===== src/arc_pkg.sv =====
// constants for the converter reset, power and serial configuration registers
package arc_pkg;

  // ----------------------------------------------------------------
  // register byte addresses and word indexes
  // ----------------------------------------------------------------
  localparam logic [7:0] ADDR_RST_PWR_B0 = 8'h04;
  localparam logic [7:0] ADDR_RST_PWR_B1 = 8'h05;
  localparam logic [7:0] ADDR_SDI_B0 = 8'h08;
  localparam logic [7:0] ADDR_SDO_B0 = 8'h0C;
  localparam logic [7:0] ADDR_SDO_B1 = 8'h0D;
  localparam logic [5:0] IDX_RST_PWR = 6'h01;
  localparam logic [5:0] IDX_SDI = 6'h02;
  localparam logic [5:0] IDX_SDO = 6'h03;

  // ----------------------------------------------------------------
  // field positions
  // ----------------------------------------------------------------
  localparam int POS_SUPPLY_AL = 5;
  localparam int POS_INPUT_AL = 4;
  localparam int POS_RST_CLASS = 2;
  localparam int POS_LIGHT_SLEEP = 1;
  localparam int POS_POWER_DOWN = 0;
  localparam int POS_KEY = 8;
  localparam int POS_SYNC_CLK = 6;
  localparam int POS_GPO = 12;
  localparam int POS_SDO1 = 8;
  localparam int POS_GPO_IN_B1 = 4;

  // ----------------------------------------------------------------
  // key, reset values, encodings
  // ----------------------------------------------------------------
  localparam logic [7:0] WRITE_KEY = 8'h69;
  localparam logic [7:0] KEY_RESET = 8'h00;
  localparam logic [1:0] MODE2_RESET = 2'h0;
  localparam logic [1:0] SDO1_TRISTATE = 2'h0;
  localparam logic [1:0] SDO1_ALARM = 2'h1;
  localparam logic [1:0] SDO1_GPO = 2'h2;
  localparam logic [1:0] SDO1_DUAL = 2'h3;
  localparam logic [1:0] SERIAL_OUTPUT_PROTOCOL_SEL_INVALID = 2'h2;
  localparam logic [1:0] SERIAL_OUTPUT_PROTOCOL_SEL_SRC = 2'h3;

  // ----------------------------------------------------------------
  // serial frame: command byte, address byte, data byte, msb first
  // ----------------------------------------------------------------
  localparam logic [7:0] CMD_WRITE = 8'h01;
  localparam logic [7:0] CMD_READ = 8'h02;
  localparam logic [4:0] BITS_HEADER = 5'h10;
  localparam logic [4:0] BITS_FRAME = 5'h18;

endpackage : arc_pkg


===== src/arc_regs.sv =====
// reset, power and serial configuration registers behind the serial port
//
// Overview of operation
// host writes 69h to 05h before register
// protected bits change only when key is 69h
// bit5 set disables supply alarm
// bit4 set disables input alarm
// reset pin: full init or modes only
// application reset class sticks until power cycle
// bit1 allows light sleep after conversion
// bit0 selects power down or active
// input protocol field selects spi polarity, phase
// reserved bits read zero, ignore writes
// registers split into bytes, low first
// output control field positions at 0Ch
// output mode: follow spi, source sync, invalid
// second pin: tristate, alarm, gpo, dual data
// sync clock source only in source sync
// unkeyed protected write silently ignored
`timescale 1ns/1ps
module arc_regs (
  input wire logic clk_in,
  input wire logic sys_rst_in,
  input wire logic reset_pin_n_in,
  input wire logic serial_clock_in,
  input wire logic conversion_start_select_in,
  input wire logic serial_data_in,
  input wire logic conversion_busy_in,
  input wire logic alarm_in,
  input wire logic dual_data_bit_in,
  output logic first_data_out,
  output logic second_data_out,
  output logic second_data_oe_out,
  output logic supply_alarm_enable_out,
  output logic input_alarm_enable_out,
  output logic app_reset_class_out,
  output logic light_sleep_out,
  output logic power_down_out,
  output logic cpol_out,
  output logic cpha_out,
  output logic output_follows_spi_out,
  output logic source_sync_out,
  output logic output_mode_invalid_out,
  output logic sync_clock_internal_out,
  output logic dual_data_mode_out
);

  // ----------------------------------------------------------------
  // pin synchronisers
  // ----------------------------------------------------------------
  logic [2:0] sync_sclk, sync_cs, sync_sdi, sync_rst;
  logic sclk_f, cs_f, rst_f, sclk_d;

  // three-stage chains, the first stage feeds only the second
  always_ff @(posedge clk_in) begin
    if (sys_rst_in) begin
      sync_sclk <= 3'h0;
      sync_cs <= 3'h7;
      sync_sdi <= 3'h0;
      sync_rst <= 3'h7;
    end else begin
      sync_sclk <= {sync_sclk[1:0], serial_clock_in};
      sync_cs <= {sync_cs[1:0], conversion_start_select_in};
      sync_sdi <= {sync_sdi[1:0], serial_data_in};
      sync_rst <= {sync_rst[1:0], reset_pin_n_in};
    end
  end

  // a level counts once stages two and three agree
  always_ff @(posedge clk_in) begin
    if (sys_rst_in) begin
      sclk_f <= 1'b0;
      cs_f <= 1'b1;
      rst_f <= 1'b1;
      sclk_d <= 1'b0;
    end else begin
      if (sync_sclk[1] == sync_sclk[2]) sclk_f <= sync_sclk[2];
      if (sync_cs[1] == sync_cs[2]) cs_f <= sync_cs[2];
      if (sync_rst[1] == sync_rst[2]) rst_f <= sync_rst[2];
      sclk_d <= sclk_f;
    end
  end

  // ----------------------------------------------------------------
  // register fields
  // ----------------------------------------------------------------
  logic [7:0] key;
  logic supply_al_dis, input_al_dis, rst_class, light_sleep_en, power_down;
  logic app_latch;
  logic [1:0] serial_input_protocol_sel, serial_output_protocol_sel, sdo1_cfg;
  logic sync_clk_sel, general_output_value;

  // ----------------------------------------------------------------
  // serial frame decode
  // ----------------------------------------------------------------
  logic [4:0] bit_cnt;
  logic [23:0] rx_shift;
  logic [7:0] tx_shift;
  logic tx_skip;
  wire logic phase_lvl = sclk_f ^ serial_input_protocol_sel[1];
  wire logic phase_lvl_d = sclk_d ^ serial_input_protocol_sel[1];
  wire logic lead_edge = phase_lvl & ~phase_lvl_d;
  wire logic trail_edge = ~phase_lvl & phase_lvl_d;
  wire logic sample_edge = ~cs_f & (serial_input_protocol_sel[0] ? trail_edge : lead_edge);
  wire logic launch_edge = ~cs_f & (serial_input_protocol_sel[0] ? lead_edge : trail_edge);
  wire logic [23:0] rx_next = {rx_shift[22:0], sync_sdi[2]};
  wire logic frame_done = sample_edge && (bit_cnt == arc_pkg::BITS_FRAME - 5'h01);
  wire logic header_done = sample_edge && (bit_cnt == arc_pkg::BITS_HEADER - 5'h01);
  wire logic do_write = frame_done && (rx_next[23:16] == arc_pkg::CMD_WRITE);
  wire logic [7:0] wr_addr = rx_next[15:8];
  wire logic [7:0] wr_data = rx_next[7:0];
  wire logic key_ok = (key == arc_pkg::WRITE_KEY);
  wire logic pin_reset = ~rst_f;
  wire logic full_reset = sys_rst_in | (pin_reset & ~app_latch);
  wire logic app_reset = pin_reset & app_latch;

  // whole register word as read back, reserved bits zero
  function automatic logic [31:0] reg_word(input logic [5:0] idx);
    reg_word = 32'h0000_0000;
    unique case (idx)
      arc_pkg::IDX_RST_PWR: begin
        reg_word[arc_pkg::POS_KEY +: 8] = key;
        reg_word[arc_pkg::POS_SUPPLY_AL] = supply_al_dis;
        reg_word[arc_pkg::POS_INPUT_AL] = input_al_dis;
        reg_word[arc_pkg::POS_RST_CLASS] = rst_class;
        reg_word[arc_pkg::POS_LIGHT_SLEEP] = light_sleep_en;
        reg_word[arc_pkg::POS_POWER_DOWN] = power_down;
      end
      arc_pkg::IDX_SDI: reg_word[1:0] = serial_input_protocol_sel;
      arc_pkg::IDX_SDO: begin
        reg_word[arc_pkg::POS_GPO] = general_output_value;
        reg_word[arc_pkg::POS_SDO1 +: 2] = sdo1_cfg;
        reg_word[arc_pkg::POS_SYNC_CLK] = sync_clk_sel;
        reg_word[1:0] = serial_output_protocol_sel;
      end
      default: reg_word = 32'h0000_0000;
    endcase
  endfunction : reg_word

  // byte lane of a word, lowest address holds bits 7:0
  logic [31:0] rd_word;
  always_comb rd_word = reg_word(rx_next[7:2]);  // wakes on field changes too
  wire logic [7:0] rd_byte = rd_word[{rx_next[1:0], 3'h0} +: 8];

  // bit counter and receive shifter, cleared while select is high
  always_ff @(posedge clk_in) begin
    if (full_reset || cs_f) begin
      bit_cnt <= 5'h00;
      rx_shift <= 24'h00_0000;
    end else if (sample_edge) begin
      bit_cnt <= (bit_cnt == arc_pkg::BITS_FRAME - 5'h01) ? 5'h00 : bit_cnt + 5'h01;
      rx_shift <= rx_next;
    end
  end

  // read byte loaded after the header, first launch edge left alone
  always_ff @(posedge clk_in) begin
    if (full_reset || cs_f) begin
      tx_shift <= 8'h00;
      tx_skip <= 1'b0;
    end else if (header_done && rx_next[15:8] == arc_pkg::CMD_READ) begin
      tx_shift <= rd_byte;
      tx_skip <= 1'b1;
    end else if (launch_edge) begin
      tx_skip <= 1'b0;
      if (!tx_skip) tx_shift <= {tx_shift[6:0], 1'b0};
    end
  end

  // ----------------------------------------------------------------
  // register writes
  // ----------------------------------------------------------------
  // protected bits: class and light sleep bits survive application reset, key is cleared by it
  always_ff @(posedge clk_in) begin
    if (full_reset) begin
      key <= arc_pkg::KEY_RESET;
      supply_al_dis <= 1'b0;
      input_al_dis <= 1'b0;
      rst_class <= 1'b0;
      light_sleep_en <= 1'b0;
      power_down <= 1'b0;
    end else if (app_reset) begin
      key <= arc_pkg::KEY_RESET;
      supply_al_dis <= 1'b0;
      input_al_dis <= 1'b0;
      power_down <= 1'b0;
    end else if (do_write && wr_addr == arc_pkg::ADDR_RST_PWR_B1) begin
      key <= wr_data;
    end else if (do_write && wr_addr == arc_pkg::ADDR_RST_PWR_B0) begin
      key <= arc_pkg::KEY_RESET;
      if (key_ok) begin
        supply_al_dis <= wr_data[arc_pkg::POS_SUPPLY_AL];
        input_al_dis <= wr_data[arc_pkg::POS_INPUT_AL];
        rst_class <= wr_data[arc_pkg::POS_RST_CLASS];
        light_sleep_en <= wr_data[arc_pkg::POS_LIGHT_SLEEP];
        power_down <= wr_data[arc_pkg::POS_POWER_DOWN];
      end
    end
  end

  // sticky application class, cleared only by power-on reset
  always_ff @(posedge clk_in) begin
    if (sys_rst_in) app_latch <= 1'b0;
    else if (do_write && wr_addr == arc_pkg::ADDR_RST_PWR_B0 && key_ok &&
             wr_data[arc_pkg::POS_RST_CLASS]) app_latch <= 1'b1;
  end

  // protocol fields kept through application reset
  always_ff @(posedge clk_in) begin
    if (full_reset) begin
      serial_input_protocol_sel <= arc_pkg::MODE2_RESET;
      serial_output_protocol_sel <= arc_pkg::MODE2_RESET;
      sync_clk_sel <= 1'b0;
    end else if (do_write && wr_addr == arc_pkg::ADDR_SDI_B0) begin
      serial_input_protocol_sel <= wr_data[1:0];
    end else if (do_write && wr_addr == arc_pkg::ADDR_SDO_B0) begin
      serial_output_protocol_sel <= wr_data[1:0];
      sync_clk_sel <= wr_data[arc_pkg::POS_SYNC_CLK];
    end
  end

  // second pin fields, cleared by either reset class
  always_ff @(posedge clk_in) begin
    if (full_reset || app_reset) begin
      sdo1_cfg <= arc_pkg::SDO1_TRISTATE;
      general_output_value <= 1'b0;
    end else if (do_write && wr_addr == arc_pkg::ADDR_SDO_B1) begin
      sdo1_cfg <= wr_data[1:0];
      general_output_value <= wr_data[arc_pkg::POS_GPO_IN_B1];
    end
  end

  // ----------------------------------------------------------------
  // outputs
  // ----------------------------------------------------------------
  // control levels to the converter
  assign supply_alarm_enable_out = ~supply_al_dis;
  assign input_alarm_enable_out = ~input_al_dis;
  assign app_reset_class_out = app_latch;
  assign power_down_out = power_down;
  assign light_sleep_out = light_sleep_en & cs_f & ~conversion_busy_in & ~power_down;
  assign cpol_out = serial_input_protocol_sel[1];
  assign cpha_out = serial_input_protocol_sel[0];
  assign output_follows_spi_out = ~serial_output_protocol_sel[1];
  assign source_sync_out = (serial_output_protocol_sel == arc_pkg::SERIAL_OUTPUT_PROTOCOL_SEL_SRC);
  assign output_mode_invalid_out = (serial_output_protocol_sel == arc_pkg::SERIAL_OUTPUT_PROTOCOL_SEL_INVALID);
  assign sync_clock_internal_out = source_sync_out & sync_clk_sel;
  assign dual_data_mode_out = (sdo1_cfg == arc_pkg::SDO1_DUAL);

  // serial data pins
  assign first_data_out = tx_shift[7];
  assign second_data_oe_out = (sdo1_cfg != arc_pkg::SDO1_TRISTATE);
  assign second_data_out = (sdo1_cfg == arc_pkg::SDO1_ALARM) ? alarm_in :
                           (sdo1_cfg == arc_pkg::SDO1_GPO) ? general_output_value :
                           (sdo1_cfg == arc_pkg::SDO1_DUAL) ? dual_data_bit_in : 1'b0;
endmodule : arc_regs


===== config.mk =====
export PLATFORM = sky130hd
export DESIGN_NAME = arc_regs
export DESIGN_NICKNAME = d
export VERILOG_FILES = /design/src/arc_pkg.sv /design/src/arc_regs.sv
export SDC_FILE = /design/constraint.sdc
export NUM_CORES = 1
export LEC_CHECK = 0
export BUFFER_PORTS_ARGS = -buffer_cell sky130_fd_sc_hd__buf_2
export CAP_MARGIN = 20
export CORE_MARGIN = 2
export CORE_UTILIZATION = 28
export DETAILED_ROUTE_END_ITERATION = 6
export PLACE_DENSITY = 0.45
export SKIP_CTS_REPAIR_TIMING = 1
export SLEW_MARGIN = 20
export SYNTH_ARGS = -nofsm -noshare
export SYNTH_HDL_FRONTEND = slang
export SYNTH_SLANG_ARGS = --single-unit
export TNS_END_PERCENT = 50

===== constraint.sdc =====
create_clock -name clk_in -period 3.3 [get_ports clk_in]
set_input_delay 0.66 -clock clk_in [delete_from_list [all_inputs] [get_ports clk_in]]
set_output_delay 0.66 -clock clk_in [all_outputs]
set_load 0.02 [all_outputs]

==> Yosys cells after proc, flatten, opt, wreduce, memory -nomap -nowiden <==
Index checks and enable logic that the tools add are counted.
{ "word_totals": {"register_bits": 75, "in_bits": 9, "word_cells": 116} }
{ "classes": {"n_addsub": 1, "n_eq_ne": 22, "shifts": 1, "mux": 21, "n_bitwise": 26, "reduce_logical": 21} }
{ "op_table": {"columns": ["op", "n"], "rows": [
  ["$mux 8", 5],
  ["$shiftx 32x6->8", 1],
  ["$eq 8x4->1 const B", 3],
  ["$eq 8x3->1 const B", 2],
  ["$not 1->1", 13],
  ["$eq 6x2->1 const B", 2],
  ["$logic_and 1x1->1", 11],
  ["$and 1x1->1", 10],
  ["$mux 1", 9],
  ["$eq 2x2->1 const B", 4],
  ["$eq 8x1->1 const B", 1],
  ["$eq 8x2->1 const B", 1],
  ["$eq 8x7->1 const B", 1],
  ["$eq 6x1->1 const B", 1],
  ["$pmux 2 s3", 1],
  ["$reduce_bool 2->1", 3],
  ["$add 5x1->5 const B", 1],
  ["$eq 5x4->1 const B", 1],
  ["$eq 5x5->1 const B", 1],
  ["$mux 5", 1],
  ["$mux 2", 2],
  ["$pmux 2 s2", 1],
  ["$reduce_and 2->1", 2],
  ["$reduce_and 4->1", 1],
  ["other kinds (10)", 14]
]} }

==> Depth between registers and ports, before layout <==
Gate-level depths: netlist (run 1).
{ "logic_depth": {"depth_word": 10, "depth_mapped": 7, "depth_no_buf": 7} }

==> Worst setup path before layout (run 1) <==
Ideal clock, no wire load.
{ "synth_path": {"path_type": "input to output", "from": "input conversion_busy_in", "to": "output light_sleep_out", "arrival_ns": 1.362, "required_ns": 2.640, "slack_ns": 1.278, "path_stages": 1, "path_cell_list": "nor4bb_1"} }
{ "synth_between": {"elab_chain_cells": 3} }
{ "synth_rtl": {"columns": ["element", "line", "text"], "rows": [
  ["from (decl)", "arc_regs.sv:28", "input wire logic conversion_busy_in,"],
  ["$not 1->1", "arc_regs.sv:241", "assign light_sleep_out = light_sleep_en & cs_f & ~conversion_busy_in & ~power_down;"],
  ["$and 1x1->1 (2 in series)", "arc_regs.sv:241", null],
  ["to (decl)", "arc_regs.sv:37", "output logic light_sleep_out,"]
]} }
Every way passes these cells.

==> Worst setup path after layout (run 1) <==
{ "layout_path": {"from": "register cs_f", "to": "register key[4]"} }
{ "layout_between": {"elab_chain_cells": 6, "elab_cells_between_ends": 8, "classes_between": "1 x mux; 2 x bitwise; 5 x reduce/logical"} }
{ "layout_rtl": {"columns": ["element", "line", "text"], "rows": [
  ["from (decl)", "arc_regs.sv:52", "logic sclk_f, cs_f, rst_f, sclk_d;"],
  ["from (signal assigned)", "arc_regs.sv:78", "if (sync_cs[1] == sync_cs[2]) cs_f <= sync_cs[2];"],
  ["$not 1->1 (*)", "arc_regs.sv:104", "wire logic sample_edge = ~cs_f & (serial_input_protocol_sel[0] ? trail_edge : lead_edge);"],
  ["$and 1x1->1 (*)", "arc_regs.sv:104", null],
  ["$logic_and 1x1->1 (*)", "arc_regs.sv:107", "wire logic frame_done = sample_edge && (bit_cnt == arc_pkg::BITS_FRAME - 5'h01);"],
  ["$logic_and 1x1->1 (*)", "arc_regs.sv:109", "wire logic do_write = frame_done && (rx_next[23:16] == arc_pkg::CMD_WRITE);"],
  ["$logic_and 1x1->1 (on tied branches)", "arc_regs.sv:187, arc_regs.sv:189", null],
  ["$mux 8 or $reduce_bool 2->1 (tied branches)", null, null],
  ["to (signal assigned)", "arc_regs.sv:183", "key <= arc_pkg::KEY_RESET;"],
  ["to (signal assigned)", "arc_regs.sv:188", "key <= wr_data;"],
  ["to (signal assigned)", "arc_regs.sv:190", "key <= arc_pkg::KEY_RESET;"],
  ["to (decl)", "arc_regs.sv:87", "logic [7:0] key;"]
]} }
Every way passes the cells marked *; elsewhere a longest branch is shown, timed or not.
A chain may end at the register's enable or synchronous reset.

==> flow_metrics.env, run 1 <==
export IMPL_status="complete, no violations"
export IMPL_grt_overflow=0
export IMPL_seqCellArea_mm2=0.001501
export IMPL_first_global_vias=2611
export IMPL_post_dp_cell_area_mm2=0.003618
export IMPL_regToRegSetupSlack_ns=0.98
export IMPL_skew_ns=0.007293
export IMPL_n_antenna_cell=0
export IMPL_slew_viol_final=0
export IMPL_path_depth=4
export IMPL_antenna_found_initial=0
export IMPL_fin_hold_ws_ns=0.4131
export IMPL_cts_sinks=75
export IMPL_setup_viol=0
export IMPL_fin_crit_sh=0.7045
export IMPL_cap_violations=0
export IMPL_synth_nets=399
export IMPL_fin_tns_setup_ns=0
export IMPL_cp_required_ns=3.56
export IMPL_clockBufferDepth=2
export IMPL_wl_um=8428
export IMPL_start_kind="flip-flop"
export IMPL_drt_iter0_markers=93
export IMPL_synth_area_per_cell_um2=8.665
export IMPL_ant_nets=0
export IMPL_use_met3=0.02391
export IMPL_dieWidth_um=113.6
export IMPL_tightest_slew_ns=0.7977
export IMPL_end_kind="flip-flop"
export IMPL_start_util=0.2834
export IMPL_final_nets=416
export IMPL_power_per_cell_area_mw_per_mm2=514.7
export IMPL_period_minus_slack_ns=2.325
export IMPL_drtPass1Iterations=4
export IMPL_synth_area_mm2=0.003362
export IMPL_clk_pin_slew_ns=0.06
export IMPL_slowest_stage="nor4_4"
export IMPL_final_common_cell="nand2_1"
export IMPL_grt_use_total=0.1397
export IMPL_ios=24
export IMPL_synth_area_leader_cell="dfxtp_1"
export IMPL_seq_area_frac_synth=0.4466
export IMPL_hpwl_um=5732
export IMPL_ys_seq_elements=75
export IMPL_crit_chain="nor3b_1 > mux2i_4 > nor4_4 > mux2i_1"
export IMPL_critical_path_class="reg -> reg"
export IMPL_yosysWarnings=0
export IMPL_cts_max_level=3
export IMPL_syn_inst=388
export IMPL_synth_top_area_share=0.4466
export IMPL_viasPerCell=4.862
export IMPL_grt_max_degree=34
export IMPL_cts_buffers=9
export IMPL_critical_path_top_delay_family="simple AND/OR/NAND/NOR gates"
export IMPL_syn2layout_area_growth_pct=17.49
export IMPL_use_met1=0.1970
export IMPL_p_leak_uw=0.001292
export IMPL_cts_tree="built"
export IMPL_rows=40
export IMPL_arrival_ns=2.58
export IMPL_max_slew_margin=0.4569
export IMPL_fp_dieH_um=113.6
export IMPL_min_delay_path_class="reg -> reg"
export IMPL_stdcell_count=557
export IMPL_vias=2708
export IMPL_die_area_mm2=0.01290
export IMPL_n_fill_cell=1210
export IMPL_wl_per_cell_um=15.13
export IMPL_max_freq_mhz=430.1
export IMPL_rsz0062_at_grt="no"
export IMPL_grt_busiest_layer="met2"
export IMPL_layout_common_cells="90 x nand2_1, 75 x dfxtp_1, 34 x mux2i_1, 34 x a21oi_1, 23 x buf_2"
export IMPL_crit_buf_inv=0
export IMPL_grt_pass1_wl_um=14130
export IMPL_layout_drive_gt1_share=0.1610
export IMPL_whs_path_depth=1
export IMPL_yosysUniqueCellTypes=44
export IMPL_core_mm2=0.01186
export IMPL_synthTopCellsByArea="dfxtp_1 45%, mux2i_1 10%, nand2_1 10%, a21oi_1 5.1%, nor2b_1 2.0%"
export IMPL_worst_r2r_path_depth=4
export IMPL_crit_fanout=25
export IMPL_finalHoldViolations=0
export IMPL_dp_cells=541
export IMPL_multi_input_area_mm2=0.001724
export IMPL_critical_path_max_stage_delay_ns=0.74
export IMPL_postLayoutCoreUtil=0.3330
export IMPL_cts_root_buf="clkbuf_16"
export IMPL_drc_errors=0
export IMPL_grtUsageMet2=0.2124
export IMPL_peakVddDrop_mv=0.2408
export IMPL_portBuffers=23
export IMPL_place_gp_congestion=0.7567
export IMPL_post_route_cell_area_mm2=0.003950
export IMPL_clk_latency_ns=0.33
==> through the flow <==
stage | setup slack [ns] | total power [uW]
final | 0.9751 | 2033
after global routing | 0.8172 | 2108
after CTS | 0.9619 | 2063
after detailed placement | 0.9960 | 959.3
after global placement | 1.116 | 959.1
after floorplan | 1.278 | 950.2
==> flip-flops by register name (all words and copies together) (netlist names), 2 cells and up <==
signal	count
rx_shift	23
key	8
tx_shift	8
bit_cnt	5
sync_cs	3
sync_rst	3
sync_sclk	3
sync_sdi	3
sdo1_cfg	2
serial_input_protocol_sel	2
serial_output_protocol_sel	2
==> cells in the mapped netlist (all sizes together) <==
master	n
nor4bb	3
and3	2
xnor2	1
dfxtp	75
mux2i	35
nor4b	3
a2bb2oi	1
a22o	1
or3	3
nor3	1
o2111ai	2
nor2	9
o21ba	1
o21bai	2
or4	4
and4b	1
nand2	90
a211oi	6
nor4	10
buf	8
a311oi	4
clkbuf	17
o21ai	8
nand4	2
inv	9
o31ai	2
nor2b	11
and3b	1
a21oi	34
o22ai	2
or3b	1
nand2b	6
or2	9
a31oi	2
mux2	3
nand3	11
and2	2
ha	2
nand3b	1
nor3b	3
==> final timing paths <==
kind	start	endpoint
worst max-delay path	cs_f$_SDFFE_PP1N_	key[4]$_SDFFE_PP0P_
worst min-delay path	sync_cs[0]$_SDFF_PP1_	sync_cs[1]$_SDFF_PP1_
worst max register to register	cs_f$_SDFFE_PP1N_	key[4]$_SDFFE_PP0P_
worst min register to register	sync_cs[0]$_SDFF_PP1_	sync_cs[1]$_SDFF_PP1_
==> cells by family after synthesis <==
logic type	share of synthesized area
xor gates and xnor gates	0.008189
muxes	0.1180
and+or+nand+nor	0.2631
AOI/OAI and AO/OA	0.1161
DFF	0.4466
buffers and inverters	0.04056
adders and majority gates	0.007442
==> layout make-up <==
cell class | count | share of cell area
Multi-Input combinational cell | 279 | 0.4365
Inverter | 9 | 0.008552
Sequential cell | 75 | 0.3801
Timing Repair Buffer | 31 | 0.04435
Tap cell | 147 | 0.04656
Clock inverter | 7 | 0.02692
Clock buffer | 9 | 0.05702
==> power breakdown <==
part	internal, uW	switching, uW
Clock	677	418
Sequential	911	3.80
Combinational	10.2	13.5
Total	1600	435
==> metal layers <==
layer  part of all wire  vias to the layer above
met4              0.015                        0
met1               0.51                     1264
met2               0.44                       47
li1                   -                     1388
met5                  0                        -
met3              0.039                        9
Note: power is estimated with default switching activity, not from simulation.
==> inputs of run 2 (changes only) <==
Settings changed: ABC_AREA set to 1, PLACE_DENSITY 0.45 to 0.47.
Clock period 3.3 ns to 1.9 ns, I/O delays scaled along.
==> run 2 against run 1 <==
Compared with the run above:
- clock skew shrank 0.0026 ns
- register-to-register slack lost 0.91 ns
- global-route usage shrank 0.40 points
- cell count grew 15%
==> flow_metrics.env, run 2 <==
export IMPL_status="complete, no violations"
export IMPL_syn_inst=451
export IMPL_drtPass1Iterations=4
export IMPL_critical_path_top_delay_family="simple AND/OR/NAND/NOR gates"
export IMPL_synth_common_cells="87 x nor2_1, 75 x dfxtp_1, 61 x nand2_1"
export IMPL_worstHoldStart="reset_pin_n_in"
export IMPL_synth_enable_flop_cells=0
export IMPL_cts_tree="built"
export IMPL_synth_nets=462
export IMPL_die_area_mm2=0.01252
export IMPL_period_minus_slack_ns=1.840
export IMPL_critical_path_class="reg -> reg"
export IMPL_min_delay_path_class="in -> reg"
export IMPL_layout_common_cells="86 x nor2_1, 72 x dfxtp_1, 60 x nand2_1"
export IMPL_p_leak_uw=0.001564
export IMPL_rows=39
export IMPL_drc_errors=0
export IMPL_grt_max_degree=33
export IMPL_place_gp_congestion=0.7963
export IMPL_final_common_cell="nor2_1"
export IMPL_critical_path_max_stage_delay_ns=0.36
export IMPL_start_util=0.2867
export IMPL_hpwl_um=5907
export IMPL_synthTopCellsByArea="dfxtp_1 46%, nor2_1 10%, o21ai_0 7.1%, nand2_1 7.0%, a21oi_1 5.4%"
export IMPL_tightest_slew_ns=0.4728
export IMPL_n_antenna_cell=0
export IMPL_cts_sinks=75
export IMPL_cap_violations=0
export IMPL_max_slew_margin=0.6815
export IMPL_synth_top_area_share=0.4607
export IMPL_antenna_found_initial=0
export IMPL_r2r_end="tx_shift[2]$_SDFFE_PP0P_"
export IMPL_largest_register_ffs=23
export IMPL_worst_r2r_path_depth=12
export IMPL_drt_iter0_markers=164
export IMPL_arrival_ns=2.10
export IMPL_reg2reg_from="bit_cnt[1]$_SDFFE_PP0P_"
export IMPL_slowest_stage="dfxtp_4"
export IMPL_setup_viol=0
export IMPL_crit_buf_inv=2
export IMPL_clockBufferDepth=2
export IMPL_synth_area_leader_cell="dfxtp_1"
export IMPL_synth_area_per_cell_um2=7.227
export IMPL_finalHoldViolations=0
export IMPL_peakVddDrop_mv=0.4009
export IMPL_end_kind="flip-flop"
export IMPL_ios=24
export IMPL_ant_nets=0
export IMPL_vias=2956
export IMPL_cts_root_buf="clkbuf_16"
export IMPL_skew_ns=0.004702
export IMPL_wl_per_cell_um=12.52
export IMPL_post_route_cell_area_mm2=0.004000
export IMPL_post_synth_top_count_cell="nor2_1"
export IMPL_crit_fanout=8
export IMPL_seq_area_frac_synth=0.4607
export IMPL_max_freq_mhz=543.5
export IMPL_ys_seq_elements=75
export IMPL_top_register="rx_shift"
export IMPL_fin_tns_setup_ns=0
export IMPL_crit_chain="ha_4 > nand2_4 > nor2_4 > ha_2 > nand3_2 > nor3_2 > buf_4 > inv_2 > nor2_4 > or2_4 > o21ai_2 > a21oi_1"
export IMPL_yosysWarnings=0
export IMPL_dieWidth_um=111.9
export IMPL_reg_top3="rx_shift: 23 flops, key: 8 flops, tx_shift: 8 flops"
export IMPL_viasPerCell=4.626
export IMPL_cp_common_cell="nor2_4"
export IMPL_synth_main_ff_cell="dfxtp_1"
export IMPL_grt_pass1_wl_um=13510
export IMPL_cp_required_ns=2.16
export IMPL_post_dp_cell_area_mm2=0.003628
export IMPL_final_nets=503
export IMPL_whs_path_depth=2
export IMPL_slew_viol_final=0
export IMPL_async_reset_ff_frac=0
export IMPL_core_mm2=0.01137
export IMPL_yosysUniqueCellTypes=32
export IMPL_synth_area_mm2=0.003259
export IMPL_grt_overflow=0
export IMPL_first_global_vias=2746
export IMPL_layout_drive_gt1_share=0.1956
export IMPL_fp_dieH_um=111.9
export IMPL_path_depth=12
export IMPL_clk_latency_ns=0.33
export IMPL_fin_crit_sh=0.9684
export IMPL_cts_buffers=9
export IMPL_cts_max_level=3
export IMPL_syn2layout_area_growth_pct=22.73
export IMPL_portBuffers=23
export IMPL_start_kind="flip-flop"
export IMPL_whs_endpoint="sync_rst[0]$_SDFF_PP1_"
export IMPL_grt_use_total=0.1357
export IMPL_power_per_cell_area_mw_per_mm2=834.0
export IMPL_n_fill_cell=1223
export IMPL_wl_um=8003
export IMPL_clk_pin_slew_ns=0.06
export IMPL_rsz0062_at_grt="yes"
export IMPL_regToRegSetupSlack_ns=0.06
run 2: cell count changes after synthesis, moves of 8 or more:
cell,delta
clkbuf_1,-11
mux2i_1,-34
nand2_1,-29
nand4_1,+8
inv_1,+35
o21ai_0,+38
nor2b_1,-11
nand3_1,+14
o21ai_1,+8
nor2_1,+78
run 2: how the worst max path moves through the flow:
stage | slack [ns] | from | to
final | 0.06 | bit_cnt[1]$_SDFFE_PP0P_ | tx_shift[2]$_SDFFE_PP0P_
after floorplan | 0.13 | bit_cnt[0]$_SDFFE_PP0P_ | tx_shift[6]$_SDFFE_PP0P_
after global routing | -0.04 | bit_cnt[1]$_SDFFE_PP0P_ | tx_shift[2]$_SDFFE_PP0P_
after global placement | 0.09 | bit_cnt[1]$_SDFFE_PP0P_ | key[7]$_SDFFE_PP0P_
after detailed placement | -0.01 | bit_cnt[1]$_SDFFE_PP0P_ | tx_shift[7]$_SDFFE_PP0P_
after CTS | -0.03 | bit_cnt[1]$_SDFFE_PP0P_ | tx_shift[7]$_SDFFE_PP0P_
run 2: per-stage QoR:
step	util	setup slack (ns)	hold WS, ns	std cells	power, uW
floorplan	-	0.1326	0.3883	451	1650
global placement	0.3191	0.08878	0.3916	622	1673
detailed placement	0.3191	-0.01085	0.3945	622	1673
CTS	0.3451	-0.03164	0.2241	637	3380
global route	0.3518	-0.03656	0.2267	639	3458
finish	0.3518	0.06013	0.2324	639	3336
run 2: report_power, final:
part	switching [uW]	internal, uW
sequential	4.30	1580
combinational	29.5	21.3
clock	619	1080
total	653	2680
run 2: worst reg2reg max path, stage by stage, from the launching register on:
cell and delay, ns:
dfxtp_4 0.36, ha_4 0.15, nand2_4 0.06, nor2_4 0.10, ha_2 0.17, nand3_2 0.07, nor3_2 0.10, buf_4 0.15
inv_2 0.04, nor2_4 0.19, or2_4 0.17, o21ai_2 0.04, a21oi_1 0.15
run 2: layout make-up:
class | count | area [um^2] | share of cell area
Inverter | 52 | 197.7 | 0.04942
Clock buffer | 13 | 260.3 | 0.06506
Tap cell | 143 | 178.9 | 0.04473
Clock inverter | 2 | 35.03 | 0.008758
Timing Repair Buffer | 42 | 270.3 | 0.06756
Sequential cell | 75 | 1508 | 0.3769
Multi-Input combinational cell | 312 | 1550 | 0.3876
run 2: logic make-up after synthesis:
logic type / synth area share
buf+inv: 0.08062
flops: 0.4607
simple gates: 0.3048
fa+ha+maj: 0.007676
xor+xnor: 0.002688
compound gates: 0.1436
run 2: layer usage:
metal  share of wire  up-vias  track usage
met5               0        -            0
met1            0.48     1353       0.1801
met3           0.036        9      0.03430
met4           0.012        0      0.04938
met2            0.47       46       0.2141
li1                -     1548            -
==> inputs of run 3 (changes only) <==
Settings changed: PLACE_DENSITY 0.47 to 0.55.
==> run 3 against run 2 <==
Compared with the run above:
- worst hold slack lost 0.0075 ns
- via count is the same
- sequential power is essentially flat
- count of clock-buffer cells in the layout shrank 1
- sequential cell count is the same
==> flow_metrics.env, run 3 (same netlist as run 2, synthesis figures left out) <==
export IMPL_met3_wirelength_um=393
export IMPL_layout_common_cells="86 x nor2_1, 73 x dfxtp_1, 60 x nand2_1"
export IMPL_min_delay_path_class="in -> reg"
export IMPL_cts_root_buf="clkbuf_16"
export IMPL_ant_nets=0
export IMPL_place_gp_congestion=0.8523
export IMPL_start_util=0.2867
export IMPL_clockBufferDepth=2
export IMPL_cp_required_ns=2.16
export IMPL_grt_overflow=0
export IMPL_viasPerCell=4.619
export IMPL_max_slew_margin=0.6884
export IMPL_critical_path_class="reg -> reg"
export IMPL_largest_register_ffs=23
export IMPL_start_kind="flip-flop"
export IMPL_hpwl_um=5642
export IMPL_arrival_ns=2.03
export IMPL_antenna_found_initial=0
export IMPL_peakVddDrop_mv=0.5204
export IMPL_ios=24
export IMPL_first_global_vias=2654
export IMPL_portBuffers=23
export IMPL_drc_errors=0
export IMPL_slew_viol_final=0
export IMPL_clk_latency_ns=0.34
export IMPL_slowest_stage="dfxtp_2"
export IMPL_seq_power_share=0.479
export IMPL_cts_sinks=75
export IMPL_critical_path_top_delay_family="simple AND/OR/NAND/NOR gates"
export IMPL_crit_buf_inv=1
export IMPL_fp_dieH_um=111.9
export IMPL_p_comb_frac=0.015
export IMPL_dr_max_layer_used="met4"
export IMPL_finalPower_uw=3315
export IMPL_top_register="rx_shift"
export IMPL_final_common_cell="nor2_1"
export IMPL_vias=2956
export IMPL_period_minus_slack_ns=1.773
export IMPL_cts_tree="built"
export IMPL_reg_top3="rx_shift: 23 flops, key: 8 flops, tx_shift: 8 flops"
export IMPL_rows=39
export IMPL_netSwitchingFraction=0.1995
export IMPL_crit_start="bit_cnt[1]$_SDFFE_PP0P_"
export IMPL_layout_drive_gt1_share=0.1891
export IMPL_core_mm2=0.01137
export IMPL_fin_crit_sh=0.9332
export IMPL_tightest_slew_ns=0.4625
export IMPL_syn2layout_area_growth_pct=22.92
export IMPL_status="complete, no violations"
export IMPL_wl_per_cell_um=12.10
export IMPL_n_antenna_cell=0
export IMPL_final_nets=503
export IMPL_drtPass1Iterations=4
export IMPL_finalHoldViolations=0
export IMPL_grt_pass1_wl_um=12790
export IMPL_cap_violations=0
export IMPL_max_freq_mhz=564.0
export IMPL_cts_max_level=3
export IMPL_cts_buffers=9
export IMPL_reg2reg_from="bit_cnt[1]$_SDFFE_PP0P_"
export IMPL_dr_wl_met2_um=3610
export IMPL_grt_use_total=0.1281
export IMPL_switching_power_uw=661.3
export IMPL_fin_hold_ws_ns=0.2249
export IMPL_clk_pin_slew_ns=0.06
export IMPL_skew_ns=0.006471
export IMPL_wl_met1_um=3544
export IMPL_p_leak_uw=0.001531
export IMPL_die_area_mm2=0.01252
export IMPL_postLayoutCoreUtil=0.3524
export IMPL_dp_cells=620
export IMPL_stdcell_count=640
export IMPL_internal_power_uw=2654
export IMPL_dieWidth_um=111.9
export IMPL_crit_chain="ha_4 > nand2_2 > nor2_2 > ha_2 > nand3_2 > nor3_4 > inv_2 > nor2_4 > or2_4 > o21ai_1 > a21oi_1"
export IMPL_power_per_cell_area_mw_per_mm2=827.5
export IMPL_drt_iter0_markers=220
export IMPL_pwr_share_clk=0.506
export IMPL_crit_fanout=8
export IMPL_worstHoldStart="conversion_start_select_in"
export IMPL_grt_max_degree=33
export IMPL_critical_path_max_stage_delay_ns=0.35
export IMPL_fin_tns_setup_ns=0
export IMPL_end_kind="flip-flop"
export IMPL_wl_um=7746
export IMPL_setup_viol=0
[run 3: cell count changes in the layout (fill, tap and decap cells not counted), sizes merged]
cell      previous run  this run
nand2               68        69
clkbuf              13        12
buf                 42        41
clkinvlp             0         2
[run 3: power by group through the flow]
stage                     Combinational [uW]  Sequential (uW)  Clock (uW)
after CTS                               49.5             1590        1730
after detailed placement                49.3             1620           0
after global placement                  48.9             1620           0
final                                   49.4             1590        1680
after global routing                    57.0             1590        1800
after floorplan                         29.8             1620           0
[run 3: metal layers]
metal,vias to the layer above,track usage
li1,1548,-
met1,1329,0.1643
met2,62,0.1980
met3,17,0.03538
met4,0,0.06420
met5,-,0
[run 3: path summary, 6_finish.rpt]
| path | endpoint | slack [ns] | cells after the start |
|---|---|---|---|
| setup / recovery | tx_shift[5]$_SDFFE_PP0P_ | 0.13 | 11 |
| hold / removal | sync_cs[0]$_SDFF_PP1_ | 0.22 | 2 |
| setup reg to reg | tx_shift[5]$_SDFFE_PP0P_ | 0.13 | 11 |
| hold reg to reg | sync_sdi[2]$_SDFF_PP0_ | 0.40 | 2 |
[run 3: cell type report]
class | instances | area, um^2
repair buffers | 41 | 262.8
inverters | 52 | 197.7
multi-input cells | 313 | 1567
well taps | 143 | 178.9
clock inverters | 4 | 50.05
clock buffers | 12 | 246.5
flip-flops and latches | 75 | 1504
fillers | 1191 | 7363
[run 3: through the flow]
step,worst slack (ns),cell area (um^2)
2_1_floorplan,0.1326,3259
3_3_place_gp,0.07634,3613
3_5_place_dp,-0.01845,3613
4_1_cts,-0.03389,3910
5_1_grt,-0.007201,4006
6_report,0.1270,4006
[run 3: worst register-to-register path, stage by stage, from the launching register on]
cell,delay [ns]
dfxtp_2,0.35
ha_4,0.14
nand2_2,0.06
nor2_2,0.12
ha_2,0.18
nand3_2,0.09
nor3_4,0.15
inv_2,0.06
nor2_4,0.17
or2_4,0.15
o21ai_1,0.05
a21oi_1,0.17
